===== src/apl_pkg.sv =====
package apl_pkg;

    // ==========================================================
    // register offsets on the serial port
    localparam logic [14:0] ADDR_POWER_TUNE_ONE   = 15'h0037;
    localparam logic [14:0] ADDR_SOFT_TRIGGER     = 15'h006C;
    localparam logic [14:0] ADDR_POWER_TUNE_TWO   = 15'h029A;
    localparam logic [14:0] ADDR_POWER_TUNE_THREE = 15'h029B;
    localparam logic [14:0] ADDR_POWER_TUNE_FOUR  = 15'h029C;
    localparam logic [14:0] ADDR_CAL_ENABLE       = 15'h0061;
    localparam logic [14:0] ADDR_CAL_MODE         = 15'h0062;
    localparam logic [14:0] ADDR_TRIG_SELECT      = 15'h0063;
    localparam logic [14:0] ADDR_LINK_ENABLE      = 15'h0200;
    localparam logic [14:0] ADDR_LINK_MODE        = 15'h0201;
    localparam logic [14:0] ADDR_FRAMES_M1        = 15'h0202;

    // ==========================================================
    // values after reset: high-performance mode
    localparam logic [7:0] RST_POWER_TUNE_ONE   = 8'h4B;
    localparam logic [7:0] RST_POWER_TUNE_TWO   = 8'h0F;
    localparam logic [7:0] RST_POWER_TUNE_THREE = 8'h04;
    localparam logic [7:0] RST_POWER_TUNE_FOUR  = 8'h1B;
    localparam logic [4:0] RST_LINK_MODE        = 5'h00;
    localparam logic [4:0] RST_FRAMES_M1        = 5'h1F;

    // low-power values the host writes
    localparam logic [7:0] LP_POWER_TUNE_ONE   = 8'h46;
    localparam logic [7:0] LP_POWER_TUNE_TWO   = 8'h06;
    localparam logic [7:0] LP_POWER_TUNE_THREE = 8'h00;
    localparam logic [7:0] LP_POWER_TUNE_FOUR  = 8'h14;

    // tuning-three value whose glitch matches high-performance mode
    localparam logic [7:0] GLITCH_MATCH_HP = 8'h04;

    // ==========================================================
    // serial frame layout: read flag, 15 address bits, 8 data bits
    localparam logic [4:0] SPI_HDR_LAST_BIT   = 5'h0F;
    localparam logic [4:0] SPI_FRAME_LAST_BIT = 5'h17;
    localparam logic [4:0] SPI_FRAME_BITS     = 5'h18;

    // ==========================================================
    // handover timing, in sample clocks
    localparam int HANDOVER_DELAY_MIN_CLK = 500;
    localparam int HANDOVER_DELAY_MAX_CLK = 1000;
    localparam int HANDOVER_DELAY_CLK     = (HANDOVER_DELAY_MIN_CLK + HANDOVER_DELAY_MAX_CLK) / 2;
    localparam int HANDOVER_PERIOD_CLK    = 2048;

    // ==========================================================
    // calibration modes
    typedef enum logic [1:0] {
        APL_CAL_FOREGROUND = 2'h0,
        APL_CAL_BACKGROUND = 2'h1,
        APL_CAL_LP_BACKGND = 2'h3
    } apl_cal_mode_e;

    // handover timer states
    typedef enum logic [1:0] {
        APL_HO_OFF   = 2'h0,
        APL_HO_ARMED = 2'h1,
        APL_HO_DELAY = 2'h3
    } apl_ho_state_e;

    // ==========================================================
    // link modes: low half 8B/10B, high half 64B/66B
    localparam logic [4:0] LINK_MODE_FIRST_64B66B = 5'h04;
    localparam logic [4:0] LINK_MODE_LAST         = 5'h07;
    localparam logic [7:0] LINK_R_TABLE [8] = '{
        8'h14, 8'h0A, 8'h05, 8'h28, 8'h11, 8'h08, 8'h04, 8'h21
    };
    localparam logic [5:0] LINK_E_64B66B = 6'h01;

endpackage : apl_pkg


===== src/apl_cal_if.sv =====
`timescale 1ns/1ps
interface apl_cal_if;
    logic       cal_enable;
    logic [1:0] cal_mode;
    logic       trig_select;
    logic       trigger;
    logic       handover;

    modport ctrl  (output cal_enable, output cal_mode, output trig_select,
                   output trigger, input handover);
    modport timer (input cal_enable, input cal_mode, input trig_select,
                   input trigger, output handover);
endinterface : apl_cal_if


===== src/apl_handover_timer.sv =====
`timescale 1ns/1ps
module apl_handover_timer #(
    parameter int DELAY_CLK  = apl_pkg::HANDOVER_DELAY_CLK,
    parameter int PERIOD_CLK = apl_pkg::HANDOVER_PERIOD_CLK
) (
    // clock and reset
    input  wire logic i_core_clk,
    input  wire logic i_reset_n,
    // calibration controls
    apl_cal_if.timer  cal
);
    localparam int          CW        = 12;
    localparam logic [CW-1:0] DELAY_LAST  = CW'(DELAY_CLK - 1);
    localparam logic [CW-1:0] PERIOD_LAST = CW'(PERIOD_CLK - 1);

    apl_pkg::apl_ho_state_e state_q;
    logic [CW-1:0]          cnt_q;
    logic                   handover_q;
    logic                   active;

    // foreground calibration never swaps cores
    assign active = cal.cal_enable &&
                    (cal.cal_mode != apl_pkg::APL_CAL_FOREGROUND);
    assign cal.handover = handover_q;

    // ==========================================================
    // handover sequencing
    always_ff @(posedge i_core_clk) begin
        if (!i_reset_n) begin
            state_q    <= apl_pkg::APL_HO_OFF;
            cnt_q      <= '0;
            handover_q <= 1'b0;
        end else begin
            handover_q <= 1'b0;
            if (!active) begin
                state_q <= apl_pkg::APL_HO_OFF;
                cnt_q   <= '0;
            end else begin
                unique case (state_q)
                    apl_pkg::APL_HO_OFF: begin
                        state_q <= apl_pkg::APL_HO_ARMED;
                        cnt_q   <= '0;
                    end
                    apl_pkg::APL_HO_ARMED: begin
                        if (cal.cal_mode == apl_pkg::APL_CAL_LP_BACKGND && cal.trig_select) begin
                            // wait for a trigger, own schedule suspended
                            cnt_q <= '0;
                            if (cal.trigger) begin
                                state_q <= apl_pkg::APL_HO_DELAY;
                            end
                        end else if (cnt_q == PERIOD_LAST) begin
                            cnt_q      <= '0;
                            handover_q <= 1'b1;
                        end else begin
                            cnt_q <= cnt_q + 1'b1;
                        end
                    end
                    apl_pkg::APL_HO_DELAY: begin
                        // later triggers during the delay are absorbed
                        if (cnt_q == DELAY_LAST) begin
                            cnt_q      <= '0;
                            handover_q <= 1'b1;
                            state_q    <= apl_pkg::APL_HO_ARMED;
                        end else begin
                            cnt_q <= cnt_q + 1'b1;
                        end
                    end
                    default: begin
                        state_q <= apl_pkg::APL_HO_OFF;
                    end
                endcase
            end
        end
    end
endmodule : apl_handover_timer


===== src/apl_link_derive.sv =====
`timescale 1ns/1ps
module apl_link_derive (
    // clock and reset
    input  wire logic       i_core_clk,
    input  wire logic       i_reset_n,
    // host selections
    input  wire logic       i_link_enable,
    input  wire logic [4:0] i_link_mode,
    input  wire logic [4:0] i_frames_m1,
    // derived transport parameters
    output logic            o_link_reset,
    output logic            o_serializer_power_down,
    output logic            o_link_clock_enable,
    output logic            o_enc_64b66b,
    output logic            o_ilas_enable,
    output logic [7:0]      o_pll_multiplier,
    output logic [5:0]      o_frames_per_multiframe,
    output logic [5:0]      o_multiblocks_per_ext
);
    logic       is_64;
    logic [2:0] idx;

    // modes above the table fold onto its last entry
    assign idx   = (i_link_mode > apl_pkg::LINK_MODE_LAST) ? 3'h7 : i_link_mode[2:0];
    assign is_64 = (i_link_mode >= apl_pkg::LINK_MODE_FIRST_64B66B);

    always_ff @(posedge i_core_clk) begin
        if (!i_reset_n) begin
            o_link_reset            <= 1'b1;
            o_serializer_power_down <= 1'b1;
            o_link_clock_enable     <= 1'b0;
            o_enc_64b66b            <= 1'b0;
            o_ilas_enable           <= 1'b0;
            o_pll_multiplier        <= 8'h00;
            o_frames_per_multiframe <= 6'h00;
            o_multiblocks_per_ext   <= 6'h00;
        end else begin
            o_link_reset            <= !i_link_enable;
            o_serializer_power_down <= !i_link_enable;
            o_link_clock_enable     <= i_link_enable;
            o_enc_64b66b            <= is_64;
            // line rate is fs times this factor
            o_pll_multiplier        <= apl_pkg::LINK_R_TABLE[idx];
            o_ilas_enable           <= i_link_enable && !is_64;
            o_frames_per_multiframe <= is_64 ? 6'h00 : ({1'b0, i_frames_m1} + 6'h01);
            o_multiblocks_per_ext   <= is_64 ? apl_pkg::LINK_E_64B66B : 6'h00;
        end
    end
endmodule : apl_link_derive


===== src/apl_mode_config.sv =====
`timescale 1ns/1ps
// Notes on behaviour
// - register defaults after reset give high-performance mode with no programming.
// - tuning register three trades power against core-handover glitch size.
// - tuning register three at four gives the high-performance glitch size.
// - low-power background with triggered handover set waits for a trigger.
// - handover appears 500 to 1000 sample clocks after pin or software trigger.
// - foreground calibration performs no core handovers.
// - all hidden transport parameters derive from the link mode selection.
// - per-lane line rate is sampling rate times bits per lane R.
// - R drives the serializer PLL multiplication factor.
// - E is fixed at one in 64B/66B and ignored in 8B/10B.
// - 8B/10B modes send all transport parameters in lane alignment sequence.
// - 64B/66B modes send no alignment sequence, same transport parameters.
// - link enable low holds link in reset, serializers down, clocks gated.
module apl_mode_config (
    // clock and reset
    input  wire logic i_core_clk,
    input  wire logic i_reset_n,
    // serial register port
    input  wire logic i_spi_sclk,
    input  wire logic i_spi_cs_n,
    input  wire logic i_spi_sdi,
    output logic      o_spi_sdo,
    output logic      o_spi_sdo_oe_n,
    // calibration trigger pin
    input  wire logic i_cal_trigger_pin,
    // power tuning to the converter cores
    output logic [7:0] o_power_tune_one,
    output logic [7:0] o_power_tune_two,
    output logic [7:0] o_power_tune_three,
    output logic [7:0] o_power_tune_four,
    output logic       o_glitch_matches_hp,
    // calibration
    output logic       o_cal_enable,
    output logic [1:0] o_cal_mode,
    output logic       o_core_handover,
    // serial link
    output logic       o_link_reset,
    output logic       o_serializer_power_down,
    output logic       o_link_clock_enable,
    output logic       o_enc_64b66b,
    output logic       o_ilas_enable,
    output logic [7:0] o_pll_multiplier,
    output logic [5:0] o_frames_per_multiframe,
    output logic [5:0] o_multiblocks_per_ext
);
    // ==========================================================
    // pin synchronisers
    logic sclk_s1_q, sclk_s2_q, sclk_s3_q;
    logic csn_s1_q, csn_s2_q;
    logic sdi_s1_q, sdi_s2_q;
    logic trg_s1_q, trg_s2_q, trg_s3_q;

    always_ff @(posedge i_core_clk) begin
        if (!i_reset_n) begin
            sclk_s1_q <= 1'b0;
            sclk_s2_q <= 1'b0;
            sclk_s3_q <= 1'b0;
            csn_s1_q  <= 1'b1;
            csn_s2_q  <= 1'b1;
            sdi_s1_q  <= 1'b0;
            sdi_s2_q  <= 1'b0;
            trg_s1_q  <= 1'b0;
            trg_s2_q  <= 1'b0;
            trg_s3_q  <= 1'b0;
        end else begin
            sclk_s1_q <= i_spi_sclk;
            sclk_s2_q <= sclk_s1_q;
            sclk_s3_q <= sclk_s2_q;
            csn_s1_q  <= i_spi_cs_n;
            csn_s2_q  <= csn_s1_q;
            sdi_s1_q  <= i_spi_sdi;
            sdi_s2_q  <= sdi_s1_q;
            trg_s1_q  <= i_cal_trigger_pin;
            trg_s2_q  <= trg_s1_q;
            trg_s3_q  <= trg_s2_q;
        end
    end

    logic sclk_rise;
    logic sclk_fall;
    assign sclk_rise = sclk_s2_q && !sclk_s3_q;
    assign sclk_fall = !sclk_s2_q && sclk_s3_q;

    // ==========================================================
    // serial frame receiver
    logic [22:0] shift_q;
    logic [4:0]  bit_cnt_q;
    logic        rd_q;
    logic [14:0] addr_q;
    logic        rd_load_q;
    logic        wr_q;
    logic [7:0]  wr_data_q;

    always_ff @(posedge i_core_clk) begin
        if (!i_reset_n) begin
            shift_q   <= '0;
            bit_cnt_q <= 5'h00;
        end else if (csn_s2_q) begin
            bit_cnt_q <= 5'h00;
        end else if (sclk_rise && bit_cnt_q != apl_pkg::SPI_FRAME_BITS) begin
            // extra clocks past one frame are ignored
            shift_q   <= {shift_q[21:0], sdi_s2_q};
            bit_cnt_q <= bit_cnt_q + 5'h01;
        end
    end

    always_ff @(posedge i_core_clk) begin
        if (!i_reset_n) begin
            rd_q      <= 1'b0;
            addr_q    <= '0;
            rd_load_q <= 1'b0;
        end else begin
            rd_load_q <= 1'b0;
            if (!csn_s2_q && sclk_rise && bit_cnt_q == apl_pkg::SPI_HDR_LAST_BIT) begin
                rd_q      <= shift_q[14];
                addr_q    <= {shift_q[13:0], sdi_s2_q};
                rd_load_q <= shift_q[14];
            end
        end
    end

    // a write commits only on the last bit of a full frame
    always_ff @(posedge i_core_clk) begin
        if (!i_reset_n) begin
            wr_q      <= 1'b0;
            wr_data_q <= 8'h00;
        end else begin
            wr_q <= !csn_s2_q && sclk_rise && !rd_q &&
                    bit_cnt_q == apl_pkg::SPI_FRAME_LAST_BIT;
            if (sclk_rise) begin
                wr_data_q <= {shift_q[6:0], sdi_s2_q};
            end
        end
    end

    // ==========================================================
    // register file
    logic [7:0] tune_one_q, tune_two_q, tune_three_q, tune_four_q;
    logic       cal_en_q;
    logic [1:0] cal_mode_q;
    logic       trig_sel_q;
    logic       link_en_q;
    logic [4:0] link_mode_q;
    logic [4:0] frames_m1_q;
    logic       soft_trig_q;

    always_ff @(posedge i_core_clk) begin
        if (!i_reset_n) begin
            tune_one_q   <= apl_pkg::RST_POWER_TUNE_ONE;
            tune_two_q   <= apl_pkg::RST_POWER_TUNE_TWO;
            tune_three_q <= apl_pkg::RST_POWER_TUNE_THREE;
            tune_four_q  <= apl_pkg::RST_POWER_TUNE_FOUR;
        end else if (wr_q) begin
            unique case (addr_q)
                apl_pkg::ADDR_POWER_TUNE_ONE:   tune_one_q   <= wr_data_q;
                apl_pkg::ADDR_POWER_TUNE_TWO:   tune_two_q   <= wr_data_q;
                apl_pkg::ADDR_POWER_TUNE_THREE: tune_three_q <= wr_data_q;
                apl_pkg::ADDR_POWER_TUNE_FOUR:  tune_four_q  <= wr_data_q;
                default: ;
            endcase
        end
    end

    always_ff @(posedge i_core_clk) begin
        if (!i_reset_n) begin
            cal_en_q    <= 1'b0;
            cal_mode_q  <= apl_pkg::APL_CAL_FOREGROUND;
            trig_sel_q  <= 1'b0;
            link_en_q   <= 1'b0;
            link_mode_q <= apl_pkg::RST_LINK_MODE;
            frames_m1_q <= apl_pkg::RST_FRAMES_M1;
        end else if (wr_q) begin
            unique case (addr_q)
                apl_pkg::ADDR_CAL_ENABLE:  cal_en_q    <= wr_data_q[0];
                apl_pkg::ADDR_CAL_MODE:    cal_mode_q  <= wr_data_q[1:0];
                apl_pkg::ADDR_TRIG_SELECT: trig_sel_q  <= wr_data_q[0];
                apl_pkg::ADDR_LINK_ENABLE: link_en_q   <= wr_data_q[0];
                apl_pkg::ADDR_LINK_MODE:   link_mode_q <= wr_data_q[4:0];
                apl_pkg::ADDR_FRAMES_M1:   frames_m1_q <= wr_data_q[4:0];
                default: ;
            endcase
        end
    end

    // software trigger stores nothing, it only fires
    always_ff @(posedge i_core_clk) begin
        if (!i_reset_n) begin
            soft_trig_q <= 1'b0;
        end else begin
            soft_trig_q <= wr_q && addr_q == apl_pkg::ADDR_SOFT_TRIGGER;
        end
    end

    // ==========================================================
    // read back
    logic [7:0] rd_data;

    always_comb begin
        rd_data = 8'h00;
        unique case (addr_q)
            apl_pkg::ADDR_POWER_TUNE_ONE:   rd_data = tune_one_q;
            apl_pkg::ADDR_POWER_TUNE_TWO:   rd_data = tune_two_q;
            apl_pkg::ADDR_POWER_TUNE_THREE: rd_data = tune_three_q;
            apl_pkg::ADDR_POWER_TUNE_FOUR:  rd_data = tune_four_q;
            apl_pkg::ADDR_CAL_ENABLE:       rd_data = {7'h00, cal_en_q};
            apl_pkg::ADDR_CAL_MODE:         rd_data = {6'h00, cal_mode_q};
            apl_pkg::ADDR_TRIG_SELECT:      rd_data = {7'h00, trig_sel_q};
            apl_pkg::ADDR_LINK_ENABLE:      rd_data = {7'h00, link_en_q};
            apl_pkg::ADDR_LINK_MODE:        rd_data = {3'h0, link_mode_q};
            apl_pkg::ADDR_FRAMES_M1:        rd_data = {3'h0, frames_m1_q};
            apl_pkg::ADDR_SOFT_TRIGGER:     rd_data = 8'h00;
            default:                        rd_data = 8'h00;
        endcase
    end

    // data changes on falling sclk so the host samples it on rising
    logic [7:0] sdo_shift_q;

    always_ff @(posedge i_core_clk) begin
        if (!i_reset_n) begin
            sdo_shift_q    <= 8'h00;
            o_spi_sdo      <= 1'b0;
            o_spi_sdo_oe_n <= 1'b1;
        end else begin
            if (rd_load_q) begin
                sdo_shift_q <= rd_data;
                o_spi_sdo   <= rd_data[7];
            end else if (sclk_fall && bit_cnt_q > apl_pkg::SPI_HDR_LAST_BIT + 5'h01) begin
                sdo_shift_q <= {sdo_shift_q[6:0], 1'b0};
                o_spi_sdo   <= sdo_shift_q[6];
            end
            o_spi_sdo_oe_n <= !(!csn_s2_q && rd_q && bit_cnt_q > apl_pkg::SPI_HDR_LAST_BIT);
        end
    end

    // ==========================================================
    // calibration trigger and handover timing
    apl_cal_if cal_bus ();

    assign cal_bus.cal_enable  = cal_en_q;
    assign cal_bus.cal_mode    = cal_mode_q;
    assign cal_bus.trig_select = trig_sel_q;
    assign cal_bus.trigger     = (trg_s2_q && !trg_s3_q) || soft_trig_q;

    apl_handover_timer u_timer (
        .i_core_clk (i_core_clk),
        .i_reset_n  (i_reset_n),
        .cal        (cal_bus.timer)
    );

    always_ff @(posedge i_core_clk) begin
        if (!i_reset_n) begin
            o_core_handover     <= 1'b0;
            o_glitch_matches_hp <= 1'b1;
        end else begin
            o_core_handover     <= cal_bus.handover;
            o_glitch_matches_hp <= tune_three_q >= apl_pkg::GLITCH_MATCH_HP;
        end
    end

    assign o_power_tune_one   = tune_one_q;
    assign o_power_tune_two   = tune_two_q;
    assign o_power_tune_three = tune_three_q;
    assign o_power_tune_four  = tune_four_q;
    assign o_cal_enable       = cal_en_q;
    assign o_cal_mode         = cal_mode_q;

    // ==========================================================
    // serial link parameters
    apl_link_derive u_link (
        .i_core_clk              (i_core_clk),
        .i_reset_n               (i_reset_n),
        .i_link_enable           (link_en_q),
        .i_link_mode             (link_mode_q),
        .i_frames_m1             (frames_m1_q),
        .o_link_reset            (o_link_reset),
        .o_serializer_power_down (o_serializer_power_down),
        .o_link_clock_enable     (o_link_clock_enable),
        .o_enc_64b66b            (o_enc_64b66b),
        .o_ilas_enable           (o_ilas_enable),
        .o_pll_multiplier        (o_pll_multiplier),
        .o_frames_per_multiframe (o_frames_per_multiframe),
        .o_multiblocks_per_ext   (o_multiblocks_per_ext)
    );
endmodule : apl_mode_config


===== config.mk =====
export PLATFORM = sky130hd
export DESIGN_NAME = apl_mode_config
export DESIGN_NICKNAME = d
export VERILOG_FILES = /design/src/apl_pkg.sv /design/src/apl_cal_if.sv /design/src/apl_handover_timer.sv /design/src/apl_link_derive.sv /design/src/apl_mode_config.sv
export SDC_FILE = /design/constraint.sdc
export NUM_CORES = 1
export LEC_CHECK = 0
export ABC_AREA = 0
export BUFFER_PORTS_ARGS = -buffer_cell sky130_fd_sc_hd__buf_2
export CELL_PAD_IN_SITES_DETAIL_PLACEMENT = 0
export CELL_PAD_IN_SITES_GLOBAL_PLACEMENT = 1
export CORE_ASPECT_RATIO = 0.75
export CORE_MARGIN = 2
export CORE_UTILIZATION = 48
export DETAILED_ROUTE_END_ITERATION = 8
export PLACE_DENSITY = 0.9
export SYNTH_ARGS = -nofsm -noshare
export SYNTH_HDL_FRONTEND = slang
export SYNTH_SLANG_ARGS = --single-unit

===== constraint.sdc =====
create_clock -name i_core_clk -period 4.8 [get_ports i_core_clk]
set_input_delay 0.48 -clock i_core_clk [delete_from_list [all_inputs] [get_ports i_core_clk]]
set_output_delay 0.48 -clock i_core_clk [all_outputs]
set_load 0.005 [all_outputs]

======== Yosys cells after proc, flatten, opt, wreduce, memory -nomap -nowiden ========
Memories as Yosys holds them, arrays and structs flattened. A register that Yosys moved wholly into a read port is not among the register bits.
Index checks and enable logic that the tools add are counted.
word-level totals
  memories kept ........................... 1
  bits in latches ......................... 0
  RAM bits ................................ 0
  word-level logic and storage cells ...... 140
  bits in registers ....................... 146
  bits of input ports ..................... 6
  bits in read-only memories .............. 64
  output and inout port bits .............. 64
memory list
  name              depth  bits a word  rd ports  clocked after Yosys merged registers in  wr ports  line                   source
  (name not given)  8      8            1         1                                        0         apl_link_derive.sv:43  o_pll_multiplier <= apl_pkg::LINK_R_TABLE[idx];
cells by class
  bitwise logic cells ..................... 3
  magnitude comparators ................... 5
  eq/ne operators ......................... 22
  mux-type cells .......................... 19
  add/subtract/negate cells ............... 3
  multipliers ............................. 0
  shift-type cells ........................ 0
  reductions and logical operators ........ 45
  divide/modulo/power cells ............... 0
operator list
  cell                     count
  $eq A15 B10 Y1 const B   6
  $pmux W8 S10             1
  $eq A15 B7 Y1 const B    4
  $mux W12                 3
  $pmux W12 S3             1
  $reduce_and A2 Y1        13
  $eq A15 B6 Y1 const B    1
  $logic_and A1 B1 Y1      15
  $mux W7                  2
  $add A12 B1 Y12 const B  1
  $eq A12 B10 Y1 const B   1
  $eq A12 B11 Y1 const B   1
  $logic_not A1 Y1         9
  $ge A8 B3 Y1 const B     1
  $add A5 B1 Y6 const B    1
  $mux W1                  6
  $mux W2                  3
  $pmux W2 S3              1
  $add A5 B1 Y5 const B    1
  $eq A5 B4 Y1 const B     1
  $eq A5 B5 Y1 const B     1
  $ge A5 B3 Y1 const B     1
  $gt A5 B3 Y1 const B     1
  $gt A5 B4 Y1 const B     1
  16 further kinds         21

======== Logic depth before layout (Yosys ltp) ========
Gate-level depths: netlist of the first run.
  depth after elaboration ................. 6
  gate-level depth with buffers ........... 8
  gate-level depth less buffers ........... 7

======== By module ========
A second synthesis of the first run with hierarchy kept.
second synthesis, totals
  cells, all modules ...................... 711
  area, all modules ....................... 6608.8 um^2
by module, submodules not included
  module              area an instance (um^2)  seq. area each (um^2)  cells an instance  instances
  apl_mode_config     5144.9                   2302.2                 548                1
  apl_handover_timer  829.5                    300.3                  100                1
  apl_link_derive     634.4                    320.3                  63                 1

======== Worst setup path before layout of the first run ========
Ideal clock, no wire load.
  kind .................................... flip-flop to flip-flop
  start point ............................. reg addr_q[14]
  end point ............................... reg sdo_shift_q[1]
  library setup time ...................... 0.103 ns
  clock period less this slack ............ 2.048 ns
  slack ................................... 2.752 ns
  buffers on the path ..................... 0
  data required time ...................... 4.697 ns
  cell stages (with the launch flop) ...... 5
  arrival time ............................ 1.945 ns
  path through ............................ dfxtp_1 > or4_4 > or4_4 > o211a_1 > a2111oi_2
on the way
  cells in the longest elaborated chain, start to end .. 3
  elaborated cells on any way between the ends .. 12
  those cells by class .................... eq/ne (10); mux (2)
ends and longest elaborated chain
  element                                 line                    source
  from (decl)                             apl_mode_config.sv:91   logic [14:0] addr_q;
  from (signal assigned)                  apl_mode_config.sv:118  addr_q <= {shift_q[13:0], sdi_s2_q};
  $eq A15 B10 Y1 (tied with other cells)  apl_mode_config.sv:202  unique case (addr_q)
  $pmux W8 S10 *                          apl_mode_config.sv:202
  $mux W7 *                               apl_mode_config.sv:227  if (rd_load_q) begin
  to (signal assigned)                    apl_mode_config.sv:228  sdo_shift_q <= rd_data;
  to (signal assigned)                    apl_mode_config.sv:231  sdo_shift_q <= {sdo_shift_q[6:0], 1'b0};
  to (decl)                               apl_mode_config.sv:219  logic [7:0] sdo_shift_q;
Every way passes the cells marked *; elsewhere a longest branch is shown, timed or not.
A chain may end at the register's enable or synchronous reset.

======== Worst setup path in the final report of the first run ========
  start point ............................. reg u_timer.cnt_q[0]
  end point ............................... reg u_timer.cnt_q[11]
on the way
  cells in the longest elaborated chain, start to end .. 4
  elaborated cells on any way between the ends .. 7
  those cells by class .................... add/sub (1); eq/ne (2); mux (4)
ends and longest elaborated chain
  element                                            line                                                                          source
  from (decl)                                        apl_handover_timer.sv:17                                                      logic [CW-1:0] cnt_q;
  from (signal assigned)                             apl_handover_timer.sv:55                                                      cnt_q <= cnt_q + 1'b1;
  from (signal assigned)                             apl_handover_timer.sv:65                                                      cnt_q <= cnt_q + 1'b1;
  $add A12 B1 Y12 or $eq A12 B11 Y1 (tied branches)  apl_handover_timer.sv:55, apl_handover_timer.sv:65, apl_handover_timer.sv:51
  $mux W12                                           apl_handover_timer.sv:51                                                      end else if (cnt_q == PERIOD_LAST) begin
  $mux W12                                           apl_handover_timer.sv:45                                                      if (cal.cal_mode == apl_pkg::APL_CAL_LP_BACKGND && cal.trig_select) begin
  $pmux W12 S3 *                                     apl_handover_timer.sv:39                                                      unique case (state_q)
Marked as above.

==> results of run 1 <==
## cells in the mapped netlist, types with 3 or more instances
| cell | number | area [sq um] |
|---|---|---|
| a211oi_1 | 4 | 30.03 |
| a21oi_1 | 40 | 200.2 |
| a221oi_1 | 11 | 96.34 |
| a22oi_1 | 12 | 90.09 |
| a31oi_1 | 9 | 56.30 |
| a41oi_1 | 3 | 26.28 |
| and2_1 | 17 | 106.4 |
| and3_1 | 7 | 43.79 |
| buf_2 | 3 | 15.01 |
| buf_4 | 10 | 75.07 |
| clkbuf_1 | 32 | 120.1 |
| dfxtp_1 | 146 | 2923 |
| ha_1 | 10 | 125.1 |
| inv_1 | 19 | 71.32 |
| mux2_2 | 3 | 33.78 |
| mux2i_1 | 57 | 570.6 |
| nand2_1 | 105 | 394.1 |
| nand2b_1 | 11 | 68.82 |
| nand3_1 | 28 | 140.1 |
| nand3b_1 | 7 | 52.55 |
| nand4_1 | 7 | 43.79 |
| nand4b_1 | 5 | 43.79 |
| nor2_1 | 68 | 255.2 |
| nor2b_1 | 7 | 43.79 |
| nor3_1 | 13 | 65.06 |
| nor4_1 | 4 | 25.02 |
| nor4bb_1 | 5 | 50.05 |
| o21ai_0 | 13 | 65.06 |
| or3_1 | 3 | 18.77 |
| xnor2_1 | 4 | 35.03 |
| xor2_1 | 4 | 35.03 |
## routing by layer
| layer | up-vias | wire [um] |
|---|---|---|
| met5 | - | 0 |
| met4 | 0 | 123 |
| met3 | 13 | 1008 |
| met2 | 193 | 7273 |
| met1 | 2547 | 8054 |
| li1 | 2574 | - |
## metrics by stage
| step | area [sq um] | std cells | util |
|---|---|---|---|
| after floorplan | 6334 | 713 | - |
| after global placement | 6674 | 904 | 0.5163 |
| after detailed placement | 6674 | 904 | 0.5163 |
| after CTS | 7266 | 936 | 0.5620 |
| after global routing | 7266 | 936 | 0.5620 |
| final | 7266 | 936 | 0.5620 |
## cell type report
type,count,area (sq um),share of cell area
clock buffers,22,494.2,0.06802
clock inverters,10,97.59,0.01343
inverters,19,71.32,0.009816
multi-input cells,502,3126,0.4302
flip-flops and latches,146,2923,0.4023
well taps,171,214.0,0.02945
repair buffers,66,340.3,0.04684
## where the power goes
part | internal [mW] | switching, mW | leakage [nW]
clock network | 0.786 | 0.523 | 0.286
logic | 0.00857 | 0.0256 | 1.38
registers | 1.22 | 0.00291 | 1.18
total | 2.01 | 0.552 | 2.85
## flip-flops by register name (all words and copies together), names as in the netlist, 8 cells and up
signal / flops
o_power_tune_two: 8
u_timer.cnt_q: 12
o_power_tune_four: 8
o_power_tune_one: 8
addr_q: 15
shift_q: 15
o_power_tune_three: 8
wr_data_q: 8
## cell usage in the layout (no fill, tap or decap), drive strengths merged, types with 9 or more instances in the layout
cell	n
nor2	68
a22oi	12
buf	66
nand3	28
and2	17
nand2b	11
dfxtp	146
a21oi	40
a31oi	9
nor3	13
clkbuf	22
inv	22
nand2	105
a221oi	11
mux2i	57
ha	10
o21ai	13
## kinds of logic after synthesis
family / Yosys count
other: 1
flip-flops: 146
XOR/XNOR: 8
buffers and inverters: 65
AND/OR/NAND/NOR: 307
adder cells (fa/ha/maj): 10
multiplexers: 60
AO/OA/AOI/OAI: 110
## how the worst max path moves through the flow
| stage | endpoint | depth (start not counted) | slack, ps | from |
|---|---|---|---|---|
| 2_1_floorplan | sdo_shift_q[1] | 4 | 2750 | addr_q[14] |
| 4_1_cts | u_timer.cnt_q[11] | 6 | 2260 | u_timer.cnt_q[0] |
| 3_3_place_gp | u_timer.cnt_q[11] | 6 | 2370 | u_timer.cnt_q[0] |
| 6_report | u_timer.cnt_q[11] | 6 | 2230 | u_timer.cnt_q[0] |
| 5_1_grt | u_timer.cnt_q[11] | 6 | 2030 | u_timer.cnt_q[0] |
| 3_5_place_dp | u_timer.cnt_q[11] | 6 | 2280 | u_timer.cnt_q[0] |
==> run metrics, run 1 <==
Seq/Total Area, Yosys=0.4631; Final setup viols=0; share of cells above drive strength 1=0.1516; peak-usage layer in the global routing report=met2; DR iter-0 viols=~430; type of the worst setup path=register to register; Cell Area, Synth=6311 sq um; DRC=0; DR pass1 iterations=5; total power=2.563 mW; Routed Antenna Nets=0; CP cell instances=ha_1, nand4_1, nor3_1, o21ai_0, or3b_2, a31oi_1; Top FF cell, synth=dfxtp_1; Final TNS setup=0 ps; CP max-delay cell=o21ai_0; mux cell area share after synthesis=0.09576; Distinct cells, synth=61; GRT met2 Usage=0.3761; routed wire length per instance=17.59 um; fraction of the mapped netlist area in adder cells=0.01983; MaxCap Viol Count=0; fmax=around 390 MHz; grt met3 use=0.05361; grt ovf=0; antenna violations before repair=0; vias post-DR=5,327; Slew @ Worst Pin=1196 ps; run status=completed; fin. max-slew vios=0; Mapped Cells=707; Post CTS Setup Buffer Count=0; RePlAce Congestion=0.9605; Critical R2R Capture=u_timer.cnt_q[11]; largest net degree at the start of global routing=46; unrepaired setup endpoints after global routing=no; EDFF count, synth=0; fill count=1,151; Final min period=2573 ps; worst hold path type=primary input to register; critical path's largest stage delay=930 ps; CP bufs+invs=0; routed vias/inst=5.691; Final Cycle Share=0.5360; Root Driver=clkbuf_16; GRT Total Usage=0.2439; core area=roughly 13,000 sq um; Worst Hold Slack=246.4 ps; Starting Density=0.4882; Clock Sinks=between 100 and 150; grt met1 use=0.3467; hold path start=i_spi_cs_n; Hold Buf Count CTS=0; vias in the first global route=4,902; async set or reset register ratio after synthesis=0; Synth Area in XOR/XNOR=0.01110; n_diodes=0; combinational family with the most area after synthesis=simple AND/OR/NAND/NOR gates; Critical Path RT=5140 ps; startpoint types=register; hold endpoint=csn_s1_q; deepest clock path buffer count=2; post-CTS resize count=0; post-synthesis register bit count=146; Worst Skew=12.02 ps; YS warnings=0; pwr/cell area=352.8 nW/um^2; Post-Synth Simple-Gate Area=0.2494; fin worst setup slack=2227 ps; I/O Buffers=62; flop-to-flop setup slack=2230 ps; clock-pin slew on the worst setup and hold paths=60 ps; # IOs=70; worst-case reg-to-reg path depth=6; element type at the critical path end=register; Die ar.=14,090 sq um; Crit Reg-Reg Startpoint=u_timer.cnt_q[0]; CTS tree=yes; peak supply drop=about 0.29 mV; Top delay family on crit path=compound AO/OA/AOI/OAI gates; clock latency on the worst-skew pair=420 ps; pre-CTS setup slack=2279 ps; final wirelength=16,460 um; Arrival @ worst endpoint=2910 ps; Post-DP HPWL=roughly 12,000 um; Die Span Y=a little over 100 um; leakage dissipation=2.847 nW; hold depth=2; Mean Syn Cell Area=8.927 sq um; first-pass GRT wire length=26,320 um; Compound-Gate Fraction of Synth Area=0.1150; Slew Limit Headroom=0.1944; Die X=136.4 um; CTS H-Tree Depth=4; total clock buffers created by CTS=17; Crit Path Max Fanout=12; Area Growth Syn to Fin=15.13%; Core Rows=36; nets@finish=between 700 and 800; Final Hold Vio Count=0
No activity file was read; power rests on OpenSTA's default activity.
==> run 2: changes to the inputs <==
--- a/config.mk
+++ b/config.mk
@@ -11,9 +11,9 @@
 export CELL_PAD_IN_SITES_GLOBAL_PLACEMENT = 1
 export CORE_ASPECT_RATIO = 0.75
 export CORE_MARGIN = 2
-export CORE_UTILIZATION = 48
+export CORE_UTILIZATION = 44
 export DETAILED_ROUTE_END_ITERATION = 8
-export PLACE_DENSITY = 0.9
+export PLACE_DENSITY = 0.84
 export SYNTH_ARGS = -nofsm -noshare
 export SYNTH_HDL_FRONTEND = slang
 export SYNTH_SLANG_ARGS = --single-unit
==> constraint.sdc (replaced) <==
create_clock -name i_core_clk -period 2.6 [get_ports i_core_clk]
set_input_delay 0.26 -clock i_core_clk [delete_from_list [all_inputs] [get_ports i_core_clk]]
set_output_delay 0.26 -clock i_core_clk [all_outputs]
set_load 0.005 [all_outputs]
==> run 2 against run 1 <==
Net effect: sequential power rose by 84%; flip-flop and latch count did not move; clock-buffer cell count is 5 lower; sequential share of layout area is 0.67 points lower; cell count increased by 2.1%; die area increased by 8.8%; total power increased by 83%; core utilization decreased by 2.8 points; via count fell by 1.3%; non-clock buffer count is 16 higher; critical path type unchanged; critical endpoint is now o_spi_sdo.
==> run metrics, run 2 (synthesis gave the netlist of run 1 again) <==
Sw Share=0.2308 (+0.01559); biggest regs=addr_q x15, shift_q x15, u_timer.cnt_q x12; critical path's largest stage delay=560 ps (-370 ps); Final Cycle Share=0.8728 (+0.3368); commonest non-fill, non-tap cell in the layout=dfxtp_1; flop-to-flop setup slack=330 ps (-1900 ps); clock-pin slew on the worst setup and hold paths=60 ps (about the same); DR iter-0 viols=360 (-16%); Root Driver=clkbuf_16; Area Growth Syn to Fin=17.07%; Worst Skew=13.82 ps (+1.801 ps); fin. max-slew vios=0 (unchanged); Critical Path RT=2920 ps (-2220 ps); final wirelength=16,190 um (-1.6%); routed wire length per instance=16.94 um (-3.7%); Final Hold Vio Count=0 (unchanged); P_sw=1.083 mW (+96%); Worst path depth=6 (unchanged); Final setup viols=0 (unchanged); Worst Setup EP=o_spi_sdo; core area=13,840 sq um (+7.1%); post-CTS resize count=0 (unchanged); Setup crit start=addr_q[14]; DR pass1 iterations=5 (unchanged); Die Span Y=107.7 um (+4.3%); Int Pwr=3.608 mW (+79%); post-route insts no fill=956 (+2.1%); nets@finish=784 (+2.1%); Starting Density=0.4559 (-0.03226); Die ar.=15,330 sq um (+8.8%); Post CTS Setup Buffer Count=0 (unchanged); startpoint types=register; run status=completed; GRT met2 Usage=0.3337 (-0.04243); CTS tree=yes; clock power share=0.506 (-0.005); grt met1 use=0.3115 (-0.03519); vias post-DR=5,259 (-1.3%); vias in the first global route=4,989 (+1.8%); Routed Antenna Nets=0 (unchanged); Final TNS setup=0 ps (unchanged); Critical R2R Capture=o_spi_sdo; element type at the critical path end=register; DRC=0 (unchanged); deepest clock path buffer count=2 (unchanged); worst hold path type=primary input to register; I/O Buffers=62 (unchanged); GRT Total Usage=0.2181 (-0.02585); CP bufs+invs=1 (+1); clock latency on the worst-skew pair=420 ps (about the same); CP cell instances=nor4_1, nand4_2, nor3_1, buf_4, a22oi_1, a221oi_1; unrepaired setup endpoints after global routing=no; type of the worst setup path=register to register; Crit Reg-Reg Startpoint=addr_q[14]; worst-case reg-to-reg path depth=6 (unchanged); MaxCap Viol Count=0 (unchanged); Top delay family on crit path=simple AND/OR/NAND/NOR gates; first-pass GRT wire length=26,190 um (-0.50%); fmax=440.7 MHz (+13%); RePlAce Congestion=0.8943 (-6.9%); Hold Buf Count CTS=0 (unchanged); Reg power frac=0.480 (+0.004); leakage dissipation=2.923 nW (+2.7%); largest net degree at the start of global routing=46 (unchanged); total power=4.690 mW (+83%); Core Rows=37 (+2.8%); n_diodes=0 (unchanged); grt ovf=0 (unchanged); Slew @ Worst Pin=815.1 ps (-380.7 ps); routed vias/inst=5.501 (-3.3%); share of cells above drive strength 1=0.1690 (+0.01738); # IOs=70 (unchanged); Combinational Power Share=0.015 (+0.002); antenna violations before repair=0 (unchanged); most frequent cells in the layout=146 x dfxtp_1, 105 x nand2_1, 68 x nor2_1; Clock Sinks=146 (unchanged); total clock buffers created by CTS=17 (unchanged); Final min period=2269 ps (-303.4 ps); grt met3 use=0.05472 (+0.001109); Post-DP HPWL=11,470 um (-0.30%); peak supply drop=0.4050 mV (+42%); CP max-delay cell=nor4_1; peak-usage layer in the global routing report=met2; Slew Limit Headroom=0.4542 (+0.2598); CTS H-Tree Depth=4 (unchanged); pwr/cell area=634.8 nW/um^2 (+80%); Crit Path Max Fanout=6 (-6); DP Cell Count=924 (+2.2%); Arrival @ worst endpoint=2590 ps (-320 ps); Die X=142.3 um (+4.3%)
-- run 2: changes by cell type in the layout (fill, tap and decap cells not counted), sizes merged --
cell / before / now
inv: 22 / 24
clkbuf: 22 / 17
buf: 66 / 82
clkinv: 3 / 6
-- run 2: power by group through the flow --
stage | logic [mW] | registers (mW) | clock network, mW
after CTS | 0.0684 | 2.25 | 2.41
after detailed placement | 0.0680 | 2.30 | 0
after global routing | 0.0757 | 2.25 | 2.52
final | 0.0683 | 2.25 | 2.37
after global placement | 0.0667 | 2.30 | 0
after floorplan | 0.0519 | 2.30 | 0
-- run 2: worst reg2reg max path, stage by stage, from the launching register on --
cell,delay [ps]
dfxtp_1,320
nor4_1,560
nand4_2,390
nor3_1,350
buf_4,200
a22oi_1,90
a221oi_1,270
-- run 2: metrics by stage --
stage          worst slack [ps]  instance area [sq um]  hold WS, ps    util
3_5_place_dp              338.7                   6812        414.8  0.4921
3_3_place_gp              405.7                   6812        400.9  0.4921
6_report                  330.7                   7388        36.89  0.5338
5_1_grt                   62.85                   7388        34.18  0.5338
2_1_floorplan             551.6                   6334        361.5       -
4_1_cts                   337.1                   7388        29.96  0.5338
-- run 2: layout make-up --
| class | count | area [sq um] |
|---|---|---|
| clock buffers | 17 | 425.4 |
| clock inverters | 15 | 151.4 |
| fillers | 1266 | 6454 |
| inverters | 19 | 71.32 |
| multi-input cells | 502 | 3126 |
| flip-flops and latches | 146 | 2923 |
| well taps | 175 | 219.0 |
| repair buffers | 82 | 473.0 |
-- run 2: per-layer routing --
metal	up-vias	wire length, um
li1	2609	-
met1	2501	7964
met2	137	7160
met3	12	957
met4	0	112
met5	-	0
-- run 2: worst min-delay path by stage --
stage,startpoint,end,slack (ps),cells past startpoint
6_report,i_spi_cs_n,csn_s1_q,40,2
5_1_grt,i_spi_cs_n,csn_s1_q,30,2
4_1_cts,i_spi_cs_n,csn_s1_q,30,2
3_5_place_dp,csn_s1_q,csn_s2_q,410,1
3_3_place_gp,csn_s1_q,csn_s2_q,400,1
2_1_floorplan,i_spi_cs_n,csn_s1_q,360,1
